**config.mk**
```make
export PLATFORM = sky130hd
export DESIGN_NAME = paged_phy_register_file
export DESIGN_NICKNAME = d
export VERILOG_FILES = /design/src/pkg/ppr_pkg.sv /design/src/hw/paged_phy_register_file.sv
export SDC_FILE = /design/constraint.sdc
export NUM_CORES = 1
export LEC_CHECK = 0
export BUFFER_PORTS_ARGS = -buffer_cell sky130_fd_sc_hd__clkbuf_2
export CAP_MARGIN = 20
export CORE_MARGIN = 2
export CORE_UTILIZATION = 59
export DETAILED_ROUTE_END_ITERATION = 8
export PLACE_DENSITY = 0.92
export SLEW_MARGIN = 20
export SYNTH_ARGS = -nofsm -noshare
export SYNTH_HDL_FRONTEND = slang
export SYNTH_SLANG_ARGS = --single-unit
```
**constraint.sdc**
```tcl
create_clock -name clk -period 3.2 [get_ports clk]
set_input_delay 0.48 -clock clk [delete_from_list [all_inputs] [get_ports clk]]
set_output_delay 0.48 -clock clk [all_outputs]
set_load 0.02 [all_outputs]
```
**src/pkg/ppr_pkg.sv**
```systemverilog
// Constants and types shared by the paged register file.
package ppr_pkg;
  // Register indices; the byte address is four times the index.
  localparam logic [3:0] PPR_IDX_NODE   = 4'h0;
  localparam logic [3:0] PPR_IDX_GAP    = 4'h1;
  localparam logic [3:0] PPR_IDX_EXT    = 4'h2;
  localparam logic [3:0] PPR_IDX_SPEED  = 4'h3;
  localparam logic [3:0] PPR_IDX_LINK   = 4'h4;
  localparam logic [3:0] PPR_IDX_FEAT   = 4'h5;
  localparam logic [3:0] PPR_IDX_LEGACY = 4'h6;
  localparam logic [3:0] PPR_IDX_PAGE   = 4'h7;
  localparam logic [3:0] PPR_IDX_PAGED0 = 4'h8;
  localparam int         PPR_ADDR_SHIFT = 2;

  // Field positions (bit index of the field's least significant bit).
  localparam int PPR_NODE_POS   = 2;
  localparam int PPR_ROOT_POS   = 1;
  localparam int PPR_CABLE_POS  = 0;
  localparam int PPR_HOLD_POS   = 7;
  localparam int PPR_LONG_POS   = 6;
  localparam int PPR_EXT_POS    = 5;
  localparam int PPR_SPEED_POS  = 5;
  localparam int PPR_STBY_POS   = 4;
  localparam int PPR_LACT_POS   = 7;
  localparam int PPR_CONT_POS   = 6;
  localparam int PPR_JITTER_POS = 3;
  localparam int PPR_LEGACY_POS = 5;
  localparam int PPR_BETA_POS   = 4;
  localparam int PPR_BRIDGE_POS = 2;
  localparam int PPR_PAGE_POS   = 5;

  // Constant field values and reset values.
  localparam logic [2:0] PPR_EXT_CODE     = 3'h7;
  localparam logic [3:0] PPR_PORT_COUNT   = 4'h3;
  localparam logic [2:0] PPR_SPEED_CODE   = 3'h7;
  localparam logic [3:0] PPR_DELAY_CODE   = 4'hF;
  localparam logic [2:0] PPR_JITTER_CODE  = 3'h0;
  localparam logic [5:0] PPR_GAP_RESET    = 6'h3F;
  localparam logic [7:0] PPR_FEAT_RESET   = 8'h00;
  localparam logic [2:0] PPR_PWR_RESET    = 3'h0;
  localparam logic [2:0] PPR_PAGE_RESET   = 3'h0;
  localparam logic [3:0] PPR_PORT_RESET   = 4'h0;
  localparam logic [2:0] PPR_PAGE_RSV_LO  = 3'h2;
  localparam logic [2:0] PPR_PAGE_RSV_HI  = 3'h6;
  localparam logic [2:0] PPR_PAGE_TOP     = 3'h7;

  // Long bus reset duration.
  localparam int PPR_CLK_PERIOD_NS  = 40;
  localparam int PPR_LONG_RESET_NS  = 166000;
  localparam int PPR_LONG_RESET_CYC = PPR_LONG_RESET_NS / PPR_CLK_PERIOD_NS;

  // Long bus reset sequencer states, one-hot.
  typedef enum logic [2:0] {
    PPR_LR_IDLE  = 3'b001,
    PPR_LR_WAIT  = 3'b010,
    PPR_LR_DRIVE = 3'b100
  } ppr_lr_type;

  // Entire state of the register file.
  typedef struct packed {
    logic                 root;
    logic                 rootHoldoff;
    logic                 longReq;
    logic [5:0]           gap;
    logic                 seenReset;
    logic                 standbyOk;
    logic                 linkActive;
    logic                 contender;
    logic [2:0]           pwrClass;
    logic [7:0]           feat;
    logic [1:0]           bridge;
    logic [2:0]           page;
    logic [3:0]           port;
    logic [2:0][7:0][7:0] paged;
    ppr_lr_type           lrState;
    logic [15:0]          lrCount;
    logic [7:0]           rdata;
  } ppr_state_type;
endpackage : ppr_pkg

```
**src/hw/paged_phy_register_file.sv**
```systemverilog
// Paged register file of the serial bus physical layer, reached over APB.
//
// Design decision made here: register access over APB.
`timescale 1ns/100ps
`default_nettype none

// Overview of operation
// Sixteen byte registers, indices 0h to Fh, reachable from the link side.
// Indices 0h to 7h are the base set, same layout on every page.
// Indices 8h to Fh decode against the selected page, one of eight.
// The page comes from the page field of base register 7h, beside port select.
// Reserved registers and fields read as zero.
// On pages 2 to 6 every paged location is reserved.
// Constant fields read their fixed codes: 111b, 0011b, 111b, 1111b, 000b.
// Root flag clears on each bus reset, sets when tree identification makes us root.
// Writing one requests a long bus reset after traffic; bit clears on any reset.
// Gap count returns to 3Fh on hardware reset or two resets without update.
module paged_phy_register_file
  import ppr_pkg::*;
#(
  parameter int LONG_RESET_CYCLES = PPR_LONG_RESET_CYC
) (
  input  wire logic        clk,
  input  wire logic        srst,
  input  wire logic        psel,
  input  wire logic        penable,
  input  wire logic        pwrite,
  input  wire logic [7:0]  paddr,
  input  wire logic [31:0] pwdata,
  output logic      [31:0] prdata,
  output logic             pready,
  output logic             pslverr,
  input  wire logic [5:0]  nodeNumber,
  input  wire logic        cablePowerOk,
  input  wire logic        treeIdRoot,
  input  wire logic        busResetSeen,
  input  wire logic        configGapLoad,
  input  wire logic [5:0]  configGapValue,
  input  wire logic        trafficIdle,
  input  wire logic [2:0]  topLegacyRate,
  input  wire logic        betaLinkFlag,
  output logic             longResetActive,
  output logic             rootHoldoffFlag,
  output logic      [5:0]  gapCount,
  output logic             standbyRestoreAllow,
  output logic             linkActiveFlag,
  output logic             contenderFlag,
  output logic      [2:0]  powerClass,
  output logic      [7:0]  featureEnables,
  output logic      [2:0]  pageSelect,
  output logic      [3:0]  portSelect
);

  localparam logic [15:0] LR_LOAD = 16'(LONG_RESET_CYCLES - 1);

  // Register index of an APB byte address.
  function automatic logic [3:0] regIndex(input logic [7:0] addr);
    return addr[PPR_ADDR_SHIFT +: 4];
  endfunction : regIndex

  // True when the address hits one of the sixteen aligned words.
  function automatic logic addrMapped(input logic [7:0] addr);
    return (addr[7:6] == 2'h0) && (addr[1:0] == 2'h0);
  endfunction : addrMapped

  // Storage slot of a page; slot 3 means the page has no storage.
  function automatic logic [1:0] pageSlot(input logic [2:0] page);
    logic [1:0] slot;
    slot = 2'h3;
    if (page == 3'h0) begin
      slot = 2'h0;
    end else if (page == 3'h1) begin
      slot = 2'h1;
    end else if (page == PPR_PAGE_TOP) begin
      slot = 2'h2;
    end
    return slot;
  endfunction : pageSlot

  ppr_state_type stReg;
  ppr_state_type stNext;
  logic          setupRd;
  logic          accessWr;
  logic [3:0]    wIdx;
  logic [7:0]    wByte;
  logic [7:0]    rdByte;
  logic          busEvent;
  logic          gapWrite;

  // APB decode; the slave never inserts wait states.
  assign setupRd  = psel && !penable && !pwrite;
  assign accessWr = psel && penable && pwrite && addrMapped(paddr);
  assign wIdx     = regIndex(paddr);
  assign wByte    = pwdata[7:0];
  assign pready   = psel && penable;
  assign pslverr  = psel && penable && !addrMapped(paddr);
  assign gapWrite = configGapLoad || (accessWr && wIdx == PPR_IDX_GAP);
  // A bus reset is one seen on the bus or the one this block launches.
  assign busEvent = busResetSeen || ((stReg.lrState == PPR_LR_WAIT) && trafficIdle);

  // Read mux: every bit not listed below is reserved and reads as zero.
  always_comb begin
    rdByte = 8'h00;
    case (regIndex(paddr))
      PPR_IDX_NODE: begin
        rdByte[PPR_NODE_POS +: 6] = nodeNumber;
        rdByte[PPR_ROOT_POS]      = stReg.root;
        rdByte[PPR_CABLE_POS]     = cablePowerOk;
      end
      PPR_IDX_GAP: begin
        rdByte = {stReg.rootHoldoff, stReg.longReq, stReg.gap};
      end
      PPR_IDX_EXT: begin
        rdByte[PPR_EXT_POS +: 3] = PPR_EXT_CODE;
        rdByte[3:0]              = PPR_PORT_COUNT;
      end
      PPR_IDX_SPEED: begin
        rdByte[PPR_SPEED_POS +: 3] = PPR_SPEED_CODE;
        rdByte[PPR_STBY_POS]       = stReg.standbyOk;
        rdByte[3:0]                = PPR_DELAY_CODE;
      end
      PPR_IDX_LINK: begin
        rdByte[PPR_LACT_POS]          = stReg.linkActive;
        rdByte[PPR_CONT_POS]          = stReg.contender;
        rdByte[PPR_JITTER_POS +: 3]   = PPR_JITTER_CODE;
        rdByte[2:0]                   = stReg.pwrClass;
      end
      PPR_IDX_FEAT: begin
        rdByte = stReg.feat;
      end
      PPR_IDX_LEGACY: begin
        rdByte[PPR_LEGACY_POS +: 3]  = topLegacyRate;
        rdByte[PPR_BETA_POS]         = betaLinkFlag;
        rdByte[PPR_BRIDGE_POS +: 2]  = stReg.bridge;
      end
      PPR_IDX_PAGE: begin
        rdByte[PPR_PAGE_POS +: 3] = stReg.page;
        rdByte[3:0]               = stReg.port;
      end
      default: begin
        // Paged window: pages 2 to 6 have no storage and read zero.
        if (pageSlot(stReg.page) != 2'h3) begin
          rdByte = stReg.paged[pageSlot(stReg.page)][wIdx[2:0]];
        end
      end
    endcase
    if (!addrMapped(paddr)) begin
      rdByte = 8'h00;
    end
  end

  // Next-state logic for the whole register file.
  always_comb begin
    stNext = stReg;
    if (setupRd) begin
      stNext.rdata = rdByte;
    end
    // Software writes; base layout does not depend on the page.
    if (accessWr) begin
      case (wIdx)
        PPR_IDX_GAP: begin
          stNext.rootHoldoff = wByte[PPR_HOLD_POS];
          stNext.longReq     = wByte[PPR_LONG_POS] || stReg.longReq;
          stNext.gap         = wByte[5:0];
        end
        PPR_IDX_SPEED: begin
          stNext.standbyOk = wByte[PPR_STBY_POS];
        end
        PPR_IDX_LINK: begin
          stNext.linkActive = wByte[PPR_LACT_POS];
          stNext.contender = wByte[PPR_CONT_POS];
          stNext.pwrClass  = wByte[2:0];
        end
        PPR_IDX_FEAT: begin
          stNext.feat = wByte;
        end
        PPR_IDX_LEGACY: begin
          stNext.bridge = wByte[PPR_BRIDGE_POS +: 2];
        end
        PPR_IDX_PAGE: begin
          stNext.page = wByte[PPR_PAGE_POS +: 3];
          stNext.port = wByte[3:0];
        end
        PPR_IDX_NODE, PPR_IDX_EXT: begin
          stNext.rdata = stReg.rdata;
        end
        default: begin
          // Writes to reserved pages are dropped.
          if (pageSlot(stReg.page) != 2'h3) begin
            stNext.paged[pageSlot(stReg.page)][wIdx[2:0]] = wByte;
          end
        end
      endcase
    end
    // Long bus reset sequencer: wait for traffic to finish, then drive.
    case (stReg.lrState)
      PPR_LR_IDLE: begin
        if (stReg.longReq) begin
          stNext.lrState = PPR_LR_WAIT;
        end
      end
      PPR_LR_WAIT: begin
        if (trafficIdle) begin
          stNext.lrState = PPR_LR_DRIVE;
          stNext.lrCount = LR_LOAD;
        end
      end
      PPR_LR_DRIVE: begin
        if (stReg.lrCount == 16'h0000) begin
          stNext.lrState = PPR_LR_IDLE;
        end else begin
          stNext.lrCount = stReg.lrCount - 16'h0001;
        end
      end
      default: begin
        stNext.lrState = PPR_LR_IDLE;
      end
    endcase
    // Request bit clears on a bus reset unless a new one is written now.
    if (busEvent && !(accessWr && wIdx == PPR_IDX_GAP && wByte[PPR_LONG_POS])) begin
      stNext.longReq = 1'b0;
    end
    // Root flag: setting by tree identification wins over the clear.
    if (treeIdRoot) begin
      stNext.root = 1'b1;
    end else if (busEvent) begin
      stNext.root = 1'b0;
    end
    // Gap count: any update restarts the two-reset watch.
    if (gapWrite) begin
      if (configGapLoad) begin
        stNext.gap = configGapValue;
      end
      stNext.seenReset = busEvent;
    end else if (busEvent) begin
      if (stReg.seenReset) begin
        stNext.gap = PPR_GAP_RESET;
      end
      stNext.seenReset = 1'b1;
    end
  end

  // State register with synchronous reset.
  always_ff @(posedge clk) begin
    if (srst) begin
      stReg             <= '0;
      stReg.gap         <= PPR_GAP_RESET;
      stReg.feat        <= PPR_FEAT_RESET;
      stReg.pwrClass    <= PPR_PWR_RESET;
      stReg.page        <= PPR_PAGE_RESET;
      stReg.port        <= PPR_PORT_RESET;
      stReg.lrState     <= PPR_LR_IDLE;
    end else begin
      stReg <= stNext;
    end
  end

  // Outputs straight from the state register.
  assign prdata              = {24'h000000, stReg.rdata};
  assign longResetActive     = (stReg.lrState == PPR_LR_DRIVE);
  assign rootHoldoffFlag     = stReg.rootHoldoff;
  assign gapCount            = stReg.gap;
  assign standbyRestoreAllow = stReg.standbyOk;
  assign linkActiveFlag      = stReg.linkActive;
  assign contenderFlag       = stReg.contender;
  assign powerClass          = stReg.pwrClass;
  assign featureEnables      = stReg.feat;
  assign pageSelect          = stReg.page;
  assign portSelect          = stReg.port;

  logic [15:0] activeLen;
  // Counts the cycles the long reset has been driven.
  always_ff @(posedge clk) begin
    if (srst || !longResetActive) begin
      activeLen <= 16'h0000;
    end else begin
      activeLen <= activeLen + 16'h0001;
    end
  end
endmodule : paged_phy_register_file
`default_nettype wire

```
Word level (Yosys, flattened, before mapping)
Index checks and enable logic that the tools add are counted.
- bitwise gates (word level): 1
- eq/ne operators: 19
- $add $sub $neg: 1
- reduce and logical (&&, ||, !) cells: 42
- muxes and demuxes: 42
- $lt $le $gt $ge: 5
- operators with widths (cell ; count):
    $bwmux W192 ; 1
    $bmux W64 S2 ; 1
    $demux W64 S2 ; 1
    $mux W64 ; 2
    $mux W8 ; 7
    $pmux W16 S2 ; 1
    $bmux W8 S3 ; 1
    $demux W8 S3 ; 1
    $mux W6 ; 4
    $pmux W3 S7 ; 1
    $mux W19 ; 1
    $mux W2 ; 9
    $eq A4 B3 Y1 const B ; 4
    $logic_not A16 Y1 ; 1
    $mux W16 ; 1
    $pmux W2 S8 ; 1
    $sub A16 B1 Y16 const B ; 1
    $mux W7 ; 2
    $pmux W2 S7 ; 1
    $logic_and A1 B1 Y1 ; 13
    $ne A2 B2 Y1 const B ; 6
    $reduce_and A2 Y1 ; 6
    $pmux W3 S3 ; 1
    $reduce_and A3 Y1 ; 3
    23 further kinds ; 40
- bits in registers: 252
- input bits: 66

Depth between registers and ports, before layout
- word-level depth: 18
- gate-level depth with buffers: 8
- depth with buffers taken out: 7

Worst setup path after synthesis
OpenSTA, ideal clock, no wires.
- path kind: input-to-reg
- start point: input paddr[7]
- end point: register stReg, in the netlist gapCount[2]
- slack: 0.720 ns
- arrival time: 2.364 ns
- buffers on the path: 1
- cell stages on the path: 6
- required time: 3.083 ns
- cells stage by stage: or4_1 buf_2 nor4_2 mux2_2 mux2i_1 nand2_1
- word-level cells in the longest chain between the ends: 7
- elaborated cells between the ends (all ways): 10
- RTL lines (element ; line ; text):
    from (decl) ; paged_phy_register_file.sv:28 ; input wire logic [7:0] paddr,
    $logic_not A2 Y1 * ; paged_phy_register_file.sv:63 ; return (addr[7:6] == 2'h0) && (addr[1:0] == 2'h0);
    $logic_and A1 B1 Y1 * ; paged_phy_register_file.sv:63 ;
    $logic_and A1 B1 Y1 * ; paged_phy_register_file.sv:92 ; assign accessWr = psel && penable && pwrite && addrMapped(paddr);
    $mux W6 ; paged_phy_register_file.sv:159 ; if (accessWr) begin
    $mux W6 ; paged_phy_register_file.sv:236 ; if (stReg.seenReset) begin
    $mux W7 ; paged_phy_register_file.sv:235 ; end else if (busEvent) begin
    $mux W7 * ; paged_phy_register_file.sv:230 ; if (gapWrite) begin
    to (signal assigned) ; paged_phy_register_file.sv:254 ; stReg <= stNext;
    to (decl) ; paged_phy_register_file.sv:80 ; ppr_state_type stReg;
Every way passes the cells marked *; elsewhere a longest branch is shown, timed or not. The select of a mux whose other input is x is not followed.
A chain may end at the register's enable or synchronous reset.

Final worst setup path
- start point: register stReg, in the netlist pageSelect[2]
- end point: register stReg[215] in the netlist's numbering
- word-level cells in the longest chain between the ends: 12
- elaborated cells between the ends (all ways): 19
- RTL lines (element ; line ; text):
    $eq A3 B3 Y1 ; paged_phy_register_file.sv:74 ; end else if (page == PPR_PAGE_TOP) begin
    $mux W1 ; paged_phy_register_file.sv:74 ;
    $mux W2 ; paged_phy_register_file.sv:72 ; end else if (page == 3'h1) begin
    $mux W2 * ; paged_phy_register_file.sv:70 ; if (page == 3'h0) begin
    $mux W2 ; paged_phy_register_file.sv:189 ; if (pageSlot(stReg.page) != 2'h3) begin
    $mux W2 ; paged_phy_register_file.sv:160 ; case (wIdx)
    $mux W2 ; paged_phy_register_file.sv:159 ;
    $lt A2 B3 Y1 (not written as such) or $ge A2 B1 Y1 (tied branches) ; paged_phy_register_file.sv:190 ; stNext.paged[pageSlot(stReg.page)][wIdx[2:0]] = wByte;
    $logic_and A1 B1 Y1 (not written as such) ; paged_phy_register_file.sv:190 ;
    $mux W64 (not written as such) ; paged_phy_register_file.sv:190 ;
    $demux W64 S2 ; paged_phy_register_file.sv:190 ;
    $bwmux W192 ; paged_phy_register_file.sv:190 ;
Marks and branches as above.

==> flow_summary.yaml <==
timing:
  finalSetupViolCount: 0
  hold_slack_ps: 186
  max_freq_mhz: 334
  fin_crit_ps: 2990
  hold_violations: 0
  skew_ps: 28.8
  rsz0062_at_grt: "no"
  maxSlewHeadroom: 0.411
  fin_crit_sh: 0.935
  slew_viol_final: 0
  tightest_slew_ps: 884
  setup_ws_ps: 209
  finalSetupTns_ps: 0
route:
  wl_mm: 36.3
  drc: 0
  firstDrtPassIters: 6
  ant_nets: 0
  post_drt_wl_per_cell_um: 21.5
  vias_per_cell: 6.59
  drt_iter0_drc: 1644
  vias: 11135
place:
  dpl_worst_slack_ps: 433
  dp_hpwl_mm: 23.1
  dp.cells: 1645
  io_buffer_count: 80
  gp_congestion: 0.946
cts:
  clock_latency_ps: 540
  cts-root-buf: "clkbuf_16"
  cts-buffers-inserted: 25
  cts_resized: 0
  path_clk_slew_ps: 60
  hold_buffers: 0
  cts.htree.levels: 1
  cts_buffer_depth: 3
  cts_setup_buffers: 0
  cts_sinks: 252
  cts_tree: "yes"
critical_path:
  cp_max_fo: 62
  reg2reg_slack_ps: 210
  start_kind: "register"
  end_kind: "register"
  r2r_cells: 7
  crit_arrival_ps: 3450
  required_ps: 3660
  timing_worst_setup_path_type: "register to register"
floorplanning:
  die_h_um: 149
  core_area_um2: 20800
  die-area_um2: 22200
  die_x_um: 149
  initial_utilization: 0.595
  io_pins: 129
  rows: 53
pwr:
  peakVddDrop_v: 0.000361
  p_per_area_nw_per_um2: 491
  power.leakage_nw: 5.27
  power.total_mw: 6.67
run:
  cap_violations: 0
grt:
  grtUsageTotal: 0.320
  grt_pass1_wl_mm: 56.7
  grt_pass1_vias: 10761
  grt_overflow: 0
  grt_start_max_net_pins: 121
  antenna_found_initial: 0
final_layout:
  fin_cells: 1690
  area_growth_pct: 9.67
  final_nets: 1465
  layout-drive-gt1-share: 0.178
yosys:
  ys_ff_latch: 252
  synth_most_common_cell: "dfxtp_1"
  async_flop_share: 0
  yosysSeqAreaShare: 0.407
  synth-edff-count: 0
  yosysTopAreaCellShare: 0.407
  synth_common_cells: "252 x dfxtp_1, 194 x nor2_1, 190 x mux2i_1, 103 x a21oi_1, 98 x o21ai_0"
  synthFlopType: "dfxtp_1"
  synthTopCellsByArea: "dfxtp_1 41%, mux2i_1 15%, nor2_1 5.9%, a21oi_1 4.2%, o21ai_0 4.0%"
  synth_warnings: 0
  syn_area_per_cell_um2: 8.87
  synth_area_um2: 12400
  synth_cell_types: 72
  syn_inst: 1397
  synth_top_area_cell: "dfxtp_1"
hold_path:
  hold_class: "input pin to register"
  holdPathStages: 3
outcome:
  status: "completed"
## worst max-delay path: stages, from the launching register on
cell and delay (ps):
dfxtp_1 590, and3_1 640, buf_4 340, nand4_1 110
buf_4 340, nor2_1 550, nand2_1 140, a21oi_1 170
## state kept, by name, indices dropped and copies added, names as in the netlist
register and cells:
featureEnables 8, linkActiveFlag 1, contenderFlag 1, rootHoldoffFlag 1, standbyRestoreAllow 1, gapCount 6, pageSelect 3, prdata 8
stReg 216, powerClass 3, portSelect 4
## report_power, final
group | switching [mW] | internal, mW | leakage [nW]
clock network | 1.25 | 1.86 | 0.434
registers | 0.00556 | 3.14 | 2.03
logic | 0.310 | 0.110 | 2.81
## worst paths after layout
| kind | startpoint | endpoint |
|---|---|---|
| setup / recovery | pageSelect[2] | stReg[215] |
| hold / removal | configGapValue[1] | gapCount[1] |
| setup reg to reg | pageSelect[2] | stReg[215] |
| hold reg to reg | stReg[209] | stReg[209] |
## metal layers
layer  wire (µm)  global-route usage  vias to the layer above
met5           0                   0                        -
met4        2560               0.200                        0
met3        4470              0.0813                      218
met2       15800               0.502                      823
met1       13400               0.393                     5212
li1            -                   -                     4882
## metrics by stage
stage / instance area, µm² / utilization
floorplan: 12500 / -
global placement: 12700 / 0.611
detailed placement: 12700 / 0.611
CTS: 13600 / 0.653
global route: 13600 / 0.653
finish: 13600 / 0.653
## cells in the final DEF (no fill, tap or decap), types with 5 or more instances in the layout
cell type,count
a211oi_1,16
a21oi_1,103
a221oi_1,23
a22oi_1,5
a31oi_1,12
buf_4,41
clkbuf_16,26
clkbuf_2,79
clkbuf_8,6
clkinv_2,5
conb_1,24
dfxtp_1,251
inv_1,7
mux2_2,43
mux2i_1,190
nand2_1,97
nand2b_1,12
nand3_2,5
nand4_1,9
nor2_1,193
nor2b_1,6
nor3_1,5
nor3_2,9
o211ai_1,5
o21ai_0,98
o22ai_1,5
o41ai_1,6
or3_1,8
or3b_2,7
or4_1,5
xnor2_1,11
## cells by family after synthesis
kind of cell / share of synthesized area
AOI/OAI and AO/OA: 0.159
xor gates and xnor gates: 0.00778
adders and majority gates: 0.00202
buffers and inverters: 0.0737
DFF: 0.407
muxes: 0.198
other: 0.000303
and+or+nand+nor: 0.152
## area by class of cell
cell class                      count  area, µm²
Antenna cell                        1       2.50
Clock buffer                       35        744
Clock inverter                      9        124
Fill cell                        1478       7230
Inverter                            8       30.0
Multi-Input combinational cell    986       6520
Sequential cell                   252       5050
Tap cell                          275        344
Timing Repair Buffer              124        774
Power figures use the tool's default switching activity.
